--- src/hdl/sci_defines.svh ---
// register offsets, field layouts and reset values of the clock event interrupt block
`ifndef SCI_DEFINES_SVH
`define SCI_DEFINES_SVH

`define SCI_ADDR_W        8
`define SCI_NUM_SRC       12
`define SCI_OFF_EN_SET    8'h04
`define SCI_OFF_FLAGS     8'h08
`define SCI_OFF_STATUS    8'h0c
`define SCI_OFF_BUS_EVT   8'h10
`define SCI_OFF_BUS_MASK  8'h14
`define SCI_RST_FLAGS     32'h0000_0000
`define SCI_RST_STATUS    32'h0000_0000
`define SCI_RST_EN        12'h000
`define SCI_RST_BUS       2'h0
`define SCI_BIT_CRYSTAL   0
`define SCI_BIT_SLOW_XTAL 1
`define SCI_BIT_SLOW_RC   2
`define SCI_BIT_FAST_RC   3
`define SCI_BIT_FLL_RDY   4
`define SCI_BIT_FLL_OOB   5
`define SCI_BIT_FLL_FINE  6
`define SCI_BIT_FLL_COARS 7
`define SCI_BIT_FLL_REFST 8
`define SCI_BIT_BO_READY  9
`define SCI_BIT_BO_DETECT 10
`define SCI_BIT_BO_SYNC   11
`define SCI_BUS_UNMAPPED  0
`define SCI_BUS_RSVD_WR   1

`endif

--- src/hdl/sci_pkg.sv ---
// types shared by the clock event interrupt block
package sci_pkg;

	// one bit per clock or supply source, flag layout
	typedef logic [11:0] sci_src_t;

	// two sticky bus events: unmapped access, reserved flag bits written
	typedef logic [1:0] sci_bus_evt_t;

	// decoded register select
	typedef enum logic [2:0] {
		SCI_SEL_NONE     = 3'b000,
		SCI_SEL_EN_SET   = 3'b001,
		SCI_SEL_FLAGS    = 3'b010,
		SCI_SEL_STATUS   = 3'b011,
		SCI_SEL_BUS_EVT  = 3'b100,
		SCI_SEL_BUS_MASK = 3'b101
	} sci_sel_t;

endpackage : sci_pkg

--- src/hdl/sci_clock_irq_flags.sv ---
// clock and supply event flags, enables and interrupt request of the system controller
//
// Our own choice: the address-and-strobe port.
`timescale 1ns/1ps
`include "sci_defines.svh"

module sci_clock_irq_flags
	import sci_pkg::*;
#(
	parameter int ADDR_W  = `SCI_ADDR_W,
	parameter int NUM_SRC = `SCI_NUM_SRC
) (
	input  wire logic              clock_i,
	input  wire logic              nrst_i,
	input  wire logic [ADDR_W-1:0] addr_i,
	input  wire logic [31:0]       wdata_i,
	input  wire logic              wr_i,
	input  wire logic              rd_i,
	input  wire logic [11:0]       src_status_i,
	output logic      [31:0]       rdata_o,
	output logic                   irq_o
);

	// the layout is fixed to twelve sources and byte offsets up to 0x14
	if (NUM_SRC != 12 || ADDR_W < 5) begin : g_param_check
		$error("sci_clock_irq_flags: NUM_SRC must be 12 and ADDR_W at least 5");
	end

	sci_src_t     sync1_reg;
	sci_src_t     status_reg;
	sci_src_t     status_prev_reg;
	sci_src_t     flags_reg;
	sci_src_t     flags_next;
	sci_src_t     en_reg;
	sci_src_t     en_next;
	sci_src_t     rise;
	sci_src_t     flag_clr;
	sci_bus_evt_t bus_evt_reg;
	sci_bus_evt_t bus_evt_next;
	sci_bus_evt_t bus_mask_reg;
	sci_bus_evt_t bus_mask_next;
	sci_bus_evt_t bus_set;
	sci_sel_t     sel;
	logic [31:0]  rdata_reg;
	logic         irq_reg;

	// address decode of the register window
	always_comb begin
		if (addr_i == ADDR_W'(`SCI_OFF_EN_SET)) begin
			sel = SCI_SEL_EN_SET;
		end else if (addr_i == ADDR_W'(`SCI_OFF_FLAGS)) begin
			sel = SCI_SEL_FLAGS;
		end else if (addr_i == ADDR_W'(`SCI_OFF_STATUS)) begin
			sel = SCI_SEL_STATUS;
		end else if (addr_i == ADDR_W'(`SCI_OFF_BUS_EVT)) begin
			sel = SCI_SEL_BUS_EVT;
		end else if (addr_i == ADDR_W'(`SCI_OFF_BUS_MASK)) begin
			sel = SCI_SEL_BUS_MASK;
		end else begin
			sel = SCI_SEL_NONE;
		end
	end

	// status bits come from other clock domains: two flops before any use
	always_ff @(posedge clock_i or negedge nrst_i) begin
		if (!nrst_i) begin
			sync1_reg  <= sci_src_t'(`SCI_RST_STATUS);
			status_reg <= sci_src_t'(`SCI_RST_STATUS);
		end else begin
			sync1_reg  <= src_status_i;
			status_reg <= sync1_reg;
		end
	end

	// previous synchronised level, for edge detection
	always_ff @(posedge clock_i or negedge nrst_i) begin
		if (!nrst_i) begin
			status_prev_reg <= sci_src_t'(`SCI_RST_STATUS);
		end else begin
			status_prev_reg <= status_reg;
		end
	end

	assign rise = status_reg & ~status_prev_reg;

	assign flag_clr = (wr_i && sel == SCI_SEL_FLAGS) ? wdata_i[11:0] : '0;

	// set applied after clear so a same-cycle edge survives
	assign flags_next = (flags_reg & ~flag_clr) | rise;

	// enables are set-only; a zero bit keeps the old value
	assign en_next = (wr_i && sel == SCI_SEL_EN_SET) ? (en_reg | wdata_i[11:0]) : en_reg;

	// flag register, twelve sources in layout order
	always_ff @(posedge clock_i or negedge nrst_i) begin
		if (!nrst_i) begin
			flags_reg <= sci_src_t'(`SCI_RST_FLAGS);
		end else begin
			flags_reg <= flags_next;
		end
	end

	always_ff @(posedge clock_i or negedge nrst_i) begin
		if (!nrst_i) begin
			en_reg <= `SCI_RST_EN;
		end else begin
			en_reg <= en_next;
		end
	end

	// bus misuse events; software stray writes are otherwise invisible
	always_comb begin
		bus_set = '0;
		bus_set[`SCI_BUS_UNMAPPED] = (wr_i || rd_i) && sel == SCI_SEL_NONE;
		// software misuse of the reserved flag bits is recorded
		bus_set[`SCI_BUS_RSVD_WR] = wr_i && sel == SCI_SEL_FLAGS && (|wdata_i[31:12]);
	end

	// sticky, cleared by a read; a same-cycle event still lands
	assign bus_evt_next = ((rd_i && sel == SCI_SEL_BUS_EVT) ? '0 : bus_evt_reg) | bus_set;

	always_ff @(posedge clock_i or negedge nrst_i) begin
		if (!nrst_i) begin
			bus_evt_reg <= `SCI_RST_BUS;
		end else begin
			bus_evt_reg <= bus_evt_next;
		end
	end

	// mask of the bus events, plain read/write; its next value feeds the
	// request so that a mask write and the request change on one edge
	assign bus_mask_next = (wr_i && sel == SCI_SEL_BUS_MASK) ? wdata_i[1:0] : bus_mask_reg;

	always_ff @(posedge clock_i or negedge nrst_i) begin
		if (!nrst_i) begin
			bus_mask_reg <= `SCI_RST_BUS;
		end else begin
			bus_mask_reg <= bus_mask_next;
		end
	end

	// read data valid only in the cycle after the strobe
	always_ff @(posedge clock_i or negedge nrst_i) begin
		if (!nrst_i) begin
			rdata_reg <= 32'h0000_0000;
		end else if (rd_i) begin
			case (sel)
				SCI_SEL_EN_SET:   rdata_reg <= {20'h00000, en_reg};
				// reserved flag bits read as zero
				SCI_SEL_FLAGS:    rdata_reg <= {20'h00000, flags_reg};
				SCI_SEL_STATUS:   rdata_reg <= {20'h00000, status_reg};
				SCI_SEL_BUS_EVT:  rdata_reg <= {30'h00000000, bus_evt_reg};
				SCI_SEL_BUS_MASK: rdata_reg <= {30'h00000000, bus_mask_reg};
				default:          rdata_reg <= 32'h0000_0000;
			endcase
		end else begin
			rdata_reg <= 32'h0000_0000;
		end
	end

	// request from next state, so it follows the flags with no lag
	always_ff @(posedge clock_i or negedge nrst_i) begin
		if (!nrst_i) begin
			irq_reg <= 1'b0;
		end else begin
			irq_reg <= (|(flags_next & en_next)) | (|(bus_evt_next & bus_mask_next));
		end
	end

	assign rdata_o = rdata_reg;
	assign irq_o   = irq_reg;
endmodule : sci_clock_irq_flags

--- config.mk ---
export PLATFORM = sky130hd
export DESIGN_NAME = sci_clock_irq_flags
export DESIGN_NICKNAME = d
export VERILOG_FILES = /design/src/hdl/sci_pkg.sv /design/src/hdl/sci_clock_irq_flags.sv
export VERILOG_INCLUDE_DIRS = /design/src /design/src/hdl
export SDC_FILE = /design/constraint.sdc
export NUM_CORES = 1
export LEC_CHECK = 0
export BUFFER_PORTS_ARGS = -buffer_cell sky130_fd_sc_hd__buf_2
export CAP_MARGIN = 15
export CORE_MARGIN = 1.5
export CORE_UTILIZATION = 25
export DETAILED_ROUTE_END_ITERATION = 12
export GPL_ROUTABILITY_DRIVEN = 0
export REMOVE_ABC_BUFFERS = 1
export SLEW_MARGIN = 0
export SYNTH_ARGS = -nofsm -noshare
export SYNTH_HDL_FRONTEND = slang
export SYNTH_SLANG_ARGS = --single-unit
--- constraint.sdc ---
create_clock -name clock_i -period 1.3 [get_ports clock_i]
set_clock_uncertainty 0.05 [all_clocks]
set_input_delay 0.13 -clock clock_i [delete_from_list [all_inputs] [get_ports clock_i]]
set_output_delay 0.13 -clock clock_i [all_outputs]
set_load 0.05 [all_outputs]
==> run summary, run 1 <==
Final sum of negative setup slack = -4440 ps
Number of cells produced by synthesis = 263
Sw power = 1.37 mW
Kind of start point of the critical path = input port
Initial drt markers = 71
Initial cell density of the core = 0.259
Tot GR Track Use = 0.121
Fmax = 568 MHz
Switching power as a share of total power = 0.239
Maximum fanout along the worst path = 2
Violations in the final reports = setup timing
Leading cell types by total area after synthesis = sky130_fd_sc_hd__dfrtp_1 (61%), sky130_fd_sc_hd__buf_4 (5.0%), sky130_fd_sc_hd__mux2i_1 (4.5%), sky130_fd_sc_hd__a31o_2 (3.1%), sky130_fd_sc_hd__nor2_1 (3.0%)
Minimum period implied by the final worst setup slack = 1760 ps
Antenna diode instance count = 0
Fraction of layout cells with a size suffix above 1 = 0.407
Summed area of non-filler cells in the final layout = 4460 µm²
Depth of the CTS H-tree = 3
Type of the worst min-delay path = in2reg
Hold_ws = 36.8 ps
Clock slew at the register clock pins of the worst setup and hold paths = 60 ps
Clock tree from TritonCTS = done
Syn. warnings = 0
Height of the chip = 115 µm
Share of synthesized area occupied by flip-flops and latches = 0.614
Register bit total from synthesis = 77
Clock network power share = 0.451
Row Count = 40
Worst setup path category = in2reg
# nets final = 439
Mean instance size in the synthesized netlist = 11.9 µm²
Comb pwr share = 0.107
Seq pwr share = 0.442
Detailed Routing Iterations Pass 1 = 7
Pin count of the biggest net entering global routing = 32
Setup repair after global routing missed its margin = yes
Most used flip-flop cell after synthesis = sky130_fd_sc_hd__dfrtp_1
Maximum number of buffers from clock root to sink = 2
Layout Area Growth over Synthesis = 42.2%
Internal power of the cells = 4.36 mW
Via density = 4.32
Vias after detailed routing = 2401
CORE AREA = 12100 µm²
Arrival time of the worst setup path = 1900 ps
Avg WL per Cell = 13.6 µm
Data required time at the worst endpoint = 1440 ps
Peak supply drop = 0.590 mV
Via count of the first global-routing pass = 2511
Residual overflow from global routing = 0
Fraction of registers with async set/reset = 1.00
Count of max-cap constraint violations = 0
Count of nets left with antenna violations after detail routing = 0
Number of buffers inserted during clock tree synthesis = 9
Area share of the largest cell type after synthesis = 0.614
Die ar. = 13200 µm²
First-pass GRT wire length = 12200 µm
Root cell of the clock tree = sky130_fd_sc_hd__clkbuf_16
Io pins = 89
Leak = 2.10 nW
HPWL Detailed = 5440 µm
Run status = finished, violations left
DRC errors left = 0
Final worst path period share = 1.35
Detailed Route WL = 7550 µm
Summed instance area of the synthesized netlist = 3140 µm²
Antenna violations before repair = 0
Count of unique library cells instantiated by Yosys = 46
Sort of element at the end of the critical path = flip-flop
Ratio of total power to cell area = 1280 nW/µm²
Count of buffers from port buffering = 68
Die Span X = 115 µm
Total of endpoints with negative setup slack in the final report = 15
Max Transition Viols Final = 0
Leading area contributor after synthesis = sky130_fd_sc_hd__dfrtp_1
Clock latency reported for the late side of the worst-skew pair = 330 ps
Final Hold Vio Count = 0
Placed Area = 3870 µm²
EDFF count, synth = 0
Clock sinks = 77
Final setup slack of the worst path = -461 ps
routing by layer:
| layer | vias up | share of wire | track usage |
|---|---|---|---|
| met1 | 1167 | 0.45 | 0.149 |
| met3 | 13 | 0.057 | 0.0353 |
| met5 | - | 0 | 0 |
| li1 | 1129 | - | - |
| met2 | 92 | 0.48 | 0.197 |
| met4 | 0 | 0.014 | 0.0543 |
area by class of cell:
| type | instances | area [µm²] |
|---|---|---|
| Fill cell | 1202 | 7650 |
| Timing Repair Buffer | 123 | 845 |
| Clock inverter | 3 | 42.5 |
| Clock buffer | 13 | 270 |
| Tap cell | 168 | 210 |
| Inverter | 10 | 37.5 |
| Sequential cell | 77 | 1930 |
| Multi-Input combinational cell | 162 | 1130 |
kinds of logic (layout without fill, tap and decap cells):
group	Yosys count	after routing	share of synthesized area
DFF	77	77	0.614
and+or+nand+nor	70	70	0.121
AOI/OAI and AO/OA	56	56	0.132
buffers and inverters	43	149	0.0785
muxes	16	16	0.0530
other	1	20	0.00119
cells in the final DEF, fill, tap and decap left out, types with 4 or more instances in the layout:
master                           n
sky130_fd_sc_hd__buf_2          65
sky130_fd_sc_hd__a21oi_1        12
sky130_fd_sc_hd__dfrtp_1        77
sky130_fd_sc_hd__buf_4          37
sky130_fd_sc_hd__a31o_2         11
sky130_fd_sc_hd__o21ai_1         7
sky130_fd_sc_hd__nand2_1        16
sky130_fd_sc_hd__o21ai_0         4
sky130_fd_sc_hd__buf_6           5
sky130_fd_sc_hd__dlygate4sd3_1  13
sky130_fd_sc_hd__mux2i_1        14
sky130_fd_sc_hd__clkbuf_16       9
sky130_fd_sc_hd__nor2_4          5
sky130_fd_sc_hd__inv_1          10
sky130_fd_sc_hd__conb_1         20
sky130_fd_sc_hd__nor4_1          6
sky130_fd_sc_hd__nor2_1         17
through the flow:
step / instances / total power [mW] / worst slack, ps / utilization
floorplan: 249 / 2.84 / -950 / -
global placement: 524 / 3.13 / -1050 / 0.320
detailed placement: 524 / 3.14 / -1160 / 0.320
CTS: 555 / 5.79 / -477 / 0.366
global route: 556 / 5.97 / -570 / 0.369
finish: 556 / 5.73 / -461 / 0.369
worst paths after layout:
check                             start            endpoint  slack, ps  depth (start not counted)
max reg2reg                  en_reg[11]               irq_o       -120                          4
min                          wdata_i[5]           en_reg[5]         40                          2
min reg2reg                sync1_reg[9]       status_reg[9]        300                          0
max                           addr_i[7]               irq_o       -460                          7
max in group asynchronous        nrst_i  status_prev_reg[5]        500                          3
min in group asynchronous        nrst_i        sync1_reg[2]        210                          2
synth_stat cells, types with 3 or more instances:
| master | number |
|---|---|
| sky130_fd_sc_hd__nand2b_1 | 4 |
| sky130_fd_sc_hd__a21oi_1 | 12 |
| sky130_fd_sc_hd__a31o_2 | 11 |
| sky130_fd_sc_hd__inv_1 | 10 |
| sky130_fd_sc_hd__nand4_1 | 3 |
| sky130_fd_sc_hd__clkbuf_1 | 6 |
| sky130_fd_sc_hd__mux2i_1 | 14 |
| sky130_fd_sc_hd__a22oi_1 | 3 |
| sky130_fd_sc_hd__buf_4 | 21 |
| sky130_fd_sc_hd__nor4_1 | 6 |
| sky130_fd_sc_hd__buf_2 | 5 |
| sky130_fd_sc_hd__nor2_1 | 25 |
| sky130_fd_sc_hd__a22o_1 | 3 |
| sky130_fd_sc_hd__o21ai_1 | 5 |
| sky130_fd_sc_hd__o21ai_0 | 6 |
| sky130_fd_sc_hd__nand2_1 | 17 |
| sky130_fd_sc_hd__dfrtp_1 | 77 |
power by group through the flow:
stage | registers, mW | logic (mW) | clock network, mW
after floorplan | 2.60 | 0.242 | 0
after global placement | 2.57 | 0.556 | 0
after detailed placement | 2.58 | 0.563 | 0
after CTS | 2.54 | 0.614 | 2.64
after global routing | 2.54 | 0.667 | 2.76
final | 2.53 | 0.615 | 2.58
worst max-delay path, stage by stage:
cell,delay (ps)
sky130_fd_sc_hd__buf_6,90
sky130_fd_sc_hd__or4_4,570
sky130_fd_sc_hd__nor4b_4,300
sky130_fd_sc_hd__mux2_4,340
sky130_fd_sc_hd__a21boi_1,140
sky130_fd_sc_hd__a2111oi_2,220
sky130_fd_sc_hd__nand4_1,110
what timing repair did:
item                                   CTS  global route
pin swaps                               18             3
buffers inserted                         3             3
cloned                                   0             0
hold buffers                            13             0
endpoints found under the hold margin   36             0
gates resized for setup                 23             8
setup endpoints to repair               22            20
Note: power is estimated with default switching activity, not from simulation.
==> run 2: changes to the inputs <==
Settings changed: PLACE_DENSITY set to 0.53.
==> run 2 against run 1 <==
The run still ends with setup timing left. Clock power down 12%. Via count down 1.6%. Combinational power up 1%. Register-to-register slack about the same. Global-route usage down 0.26 points. First-iteration DRC count up 5.6%. Highest routed layer unchanged.
==> run summary, run 2 (synthesized netlist as in run 1, its figures left out) <==
Fill count = 1223
Die Span X = 115 µm
Vias after detailed routing = 2362
Minimum period implied by the final worst setup slack = 1750 ps
Count of nets left with antenna violations after detail routing = 0
End-of-flow core utilization = 0.372
Largest stage delay on the critical path = 560 ps
Depth of the CTS H-tree = 3
Run status = finished, violations left
Clock sinks = 77
Data required time at the worst endpoint = 1450 ps
Layout Area Growth over Synthesis = 43.6%
Final Hold Vio Count = 0
R2R Setup Slk = -110 ps
Detailed Route WL = 7370 µm
Worst r2r dst = irq_o
# nets final = 439
Fraction of layout cells with a size suffix above 1 = 0.441
Placed Area = 3870 µm²
CORE AREA = 12100 µm²
Commonest non-fill, non-tap cells in the layout = sky130_fd_sc_hd__dfrtp_1 (77), sky130_fd_sc_hd__buf_2 (65), sky130_fd_sc_hd__buf_4 (36), sky130_fd_sc_hd__conb_1 (20), sky130_fd_sc_hd__nand2_1 (15)
Initial drt markers = 75
Final Power = 5.42 mW
Via count of the first global-routing pass = 2419
Antenna violations before repair = 1
Number of buffers inserted during clock tree synthesis = 9
Die ar. = 13200 µm²
Total of endpoints with negative setup slack in the final report = 15
Hold path startpoint = wdata_i[5]
Clock latency reported for the late side of the worst-skew pair = 330 ps
Clock tree from TritonCTS = done
Pin count of the biggest net entering global routing = 78
Worst setup path category = in2reg
Most frequent standard cell in the layout excluding fill and tap cells = sky130_fd_sc_hd__dfrtp_1
End point of the critical path = irq_o
Kind of start point of the critical path = input port
Final setup slack of the worst path = -454 ps
Hold_ws = 26.1 ps
Peak supply drop = 0.502 mV
HPWL Detailed = 5290 µm
Post-route non-filler standard cell count = 556
Detailed Routing Iterations Pass 1 = 4
Arrival time of the worst setup path = 1910 ps
Maximum fanout along the worst path = 2
First-pass GRT wire length = 11800 µm
Ratio of total power to cell area = 1200 nW/µm²
Cell at the slowest stage of the critical path = sky130_fd_sc_hd__or4_4
Clock slew at the register clock pins of the worst setup and hold paths = 60 ps
Initial cell density of the core = 0.259
DRC errors left = 0
Setup repair after global routing missed its margin = yes
Antenna diode instance count = 0
Count of max-cap constraint violations = 0
Avg WL per Cell = 13.3 µm
Height of the chip = 115 µm
First element of the critical path = addr_i[0]
Maximum number of buffers from clock root to sink = 2
Fmax = 570 MHz
Max Transition Viols Final = 0
Via density = 4.25
Type of the worst min-delay path = in2reg
Worst r2r path cells = 4
Total placed cells including tap cells = 526
Residual overflow from global routing = 0
Launch point of the worst reg-to-reg path = en_reg[11]
Violations in the final reports = setup timing
Final sum of negative setup slack = -3750 ps
Final worst path period share = 1.35
Summed area of non-filler cells in the final layout = 4510 µm²
Pre-CTS setup slack = -1120 ps
Sort of element at the end of the critical path = flip-flop
Root cell of the clock tree = sky130_fd_sc_hd__clkbuf_16
Count of buffers from port buffering = 68
Ordered cell list for the critical path = buf_6 > or4_4 > nor4b_4 > mux2_4 > a21boi_1 > a2111oi_2 > nand4_1
Tot GR Track Use = 0.118
Row Count = 40
Io pins = 89
Leak = 2.10 nW
-- run 2: what timing repair did --
| item | 4_1_cts | 5_1_grt |
|---|---|---|
| hold buffers | 13 | 0 |
| endpoints found under the setup margin | 22 | 31 |
| endpoints found under the hold margin | 89 | 0 |
| pin swaps | 19 | 3 |
| gates resized for setup | 30 | 25 |
| buffers inserted | 1 | 0 |
| gates cloned | 0 | 0 |
-- run 2: routing by layer --
metal	track usage	share of wire	routed length [µm]	vias up
met5	0	0	0	-
met4	0.0519	0.022	165	0
met3	0.0337	0.052	386	12
met2	0.192	0.47	3480	69
met1	0.147	0.45	3340	1150
li1	-	-	-	1131
-- run 2: area by class of cell --
cell class	instances	area [µm²]	area share
Clock buffer	12	246	0.0547
Tap cell	168	210	0.0466
Multi-Input combinational cell	162	1220	0.271
Sequential cell	77	1930	0.427
Clock inverter	4	23.8	0.00527
Inverter	10	37.5	0.00832
Timing Repair Buffer	123	845	0.187
-- run 2: how the worst min path moves through the flow --
stage                          end  slack [ps]  depth (start not counted)
global placement      sync1_reg[2]         140                          2
floorplan           bus_evt_reg[0]        -220                          0
finish                   en_reg[5]          30                          2
CTS                     en_reg[11]          20                          2
global route            en_reg[11]          20                          2
detailed placement    sync1_reg[2]         140                          2
-- run 2: power breakdown --
part / total [mW] / switching (mW) / internal [mW]
registers: 2.53 / 0.0424 / 2.49
clock network: 2.27 / 0.929 / 1.34
logic: 0.622 / 0.388 / 0.234
total: 5.42 / 1.36 / 4.06
-- run 2: critical path, delay by kind of cell --
kind	cells	cell delay, ps
mux	1	340
buf+inv	1	90
simple gates	3	990
compound gates	2	360
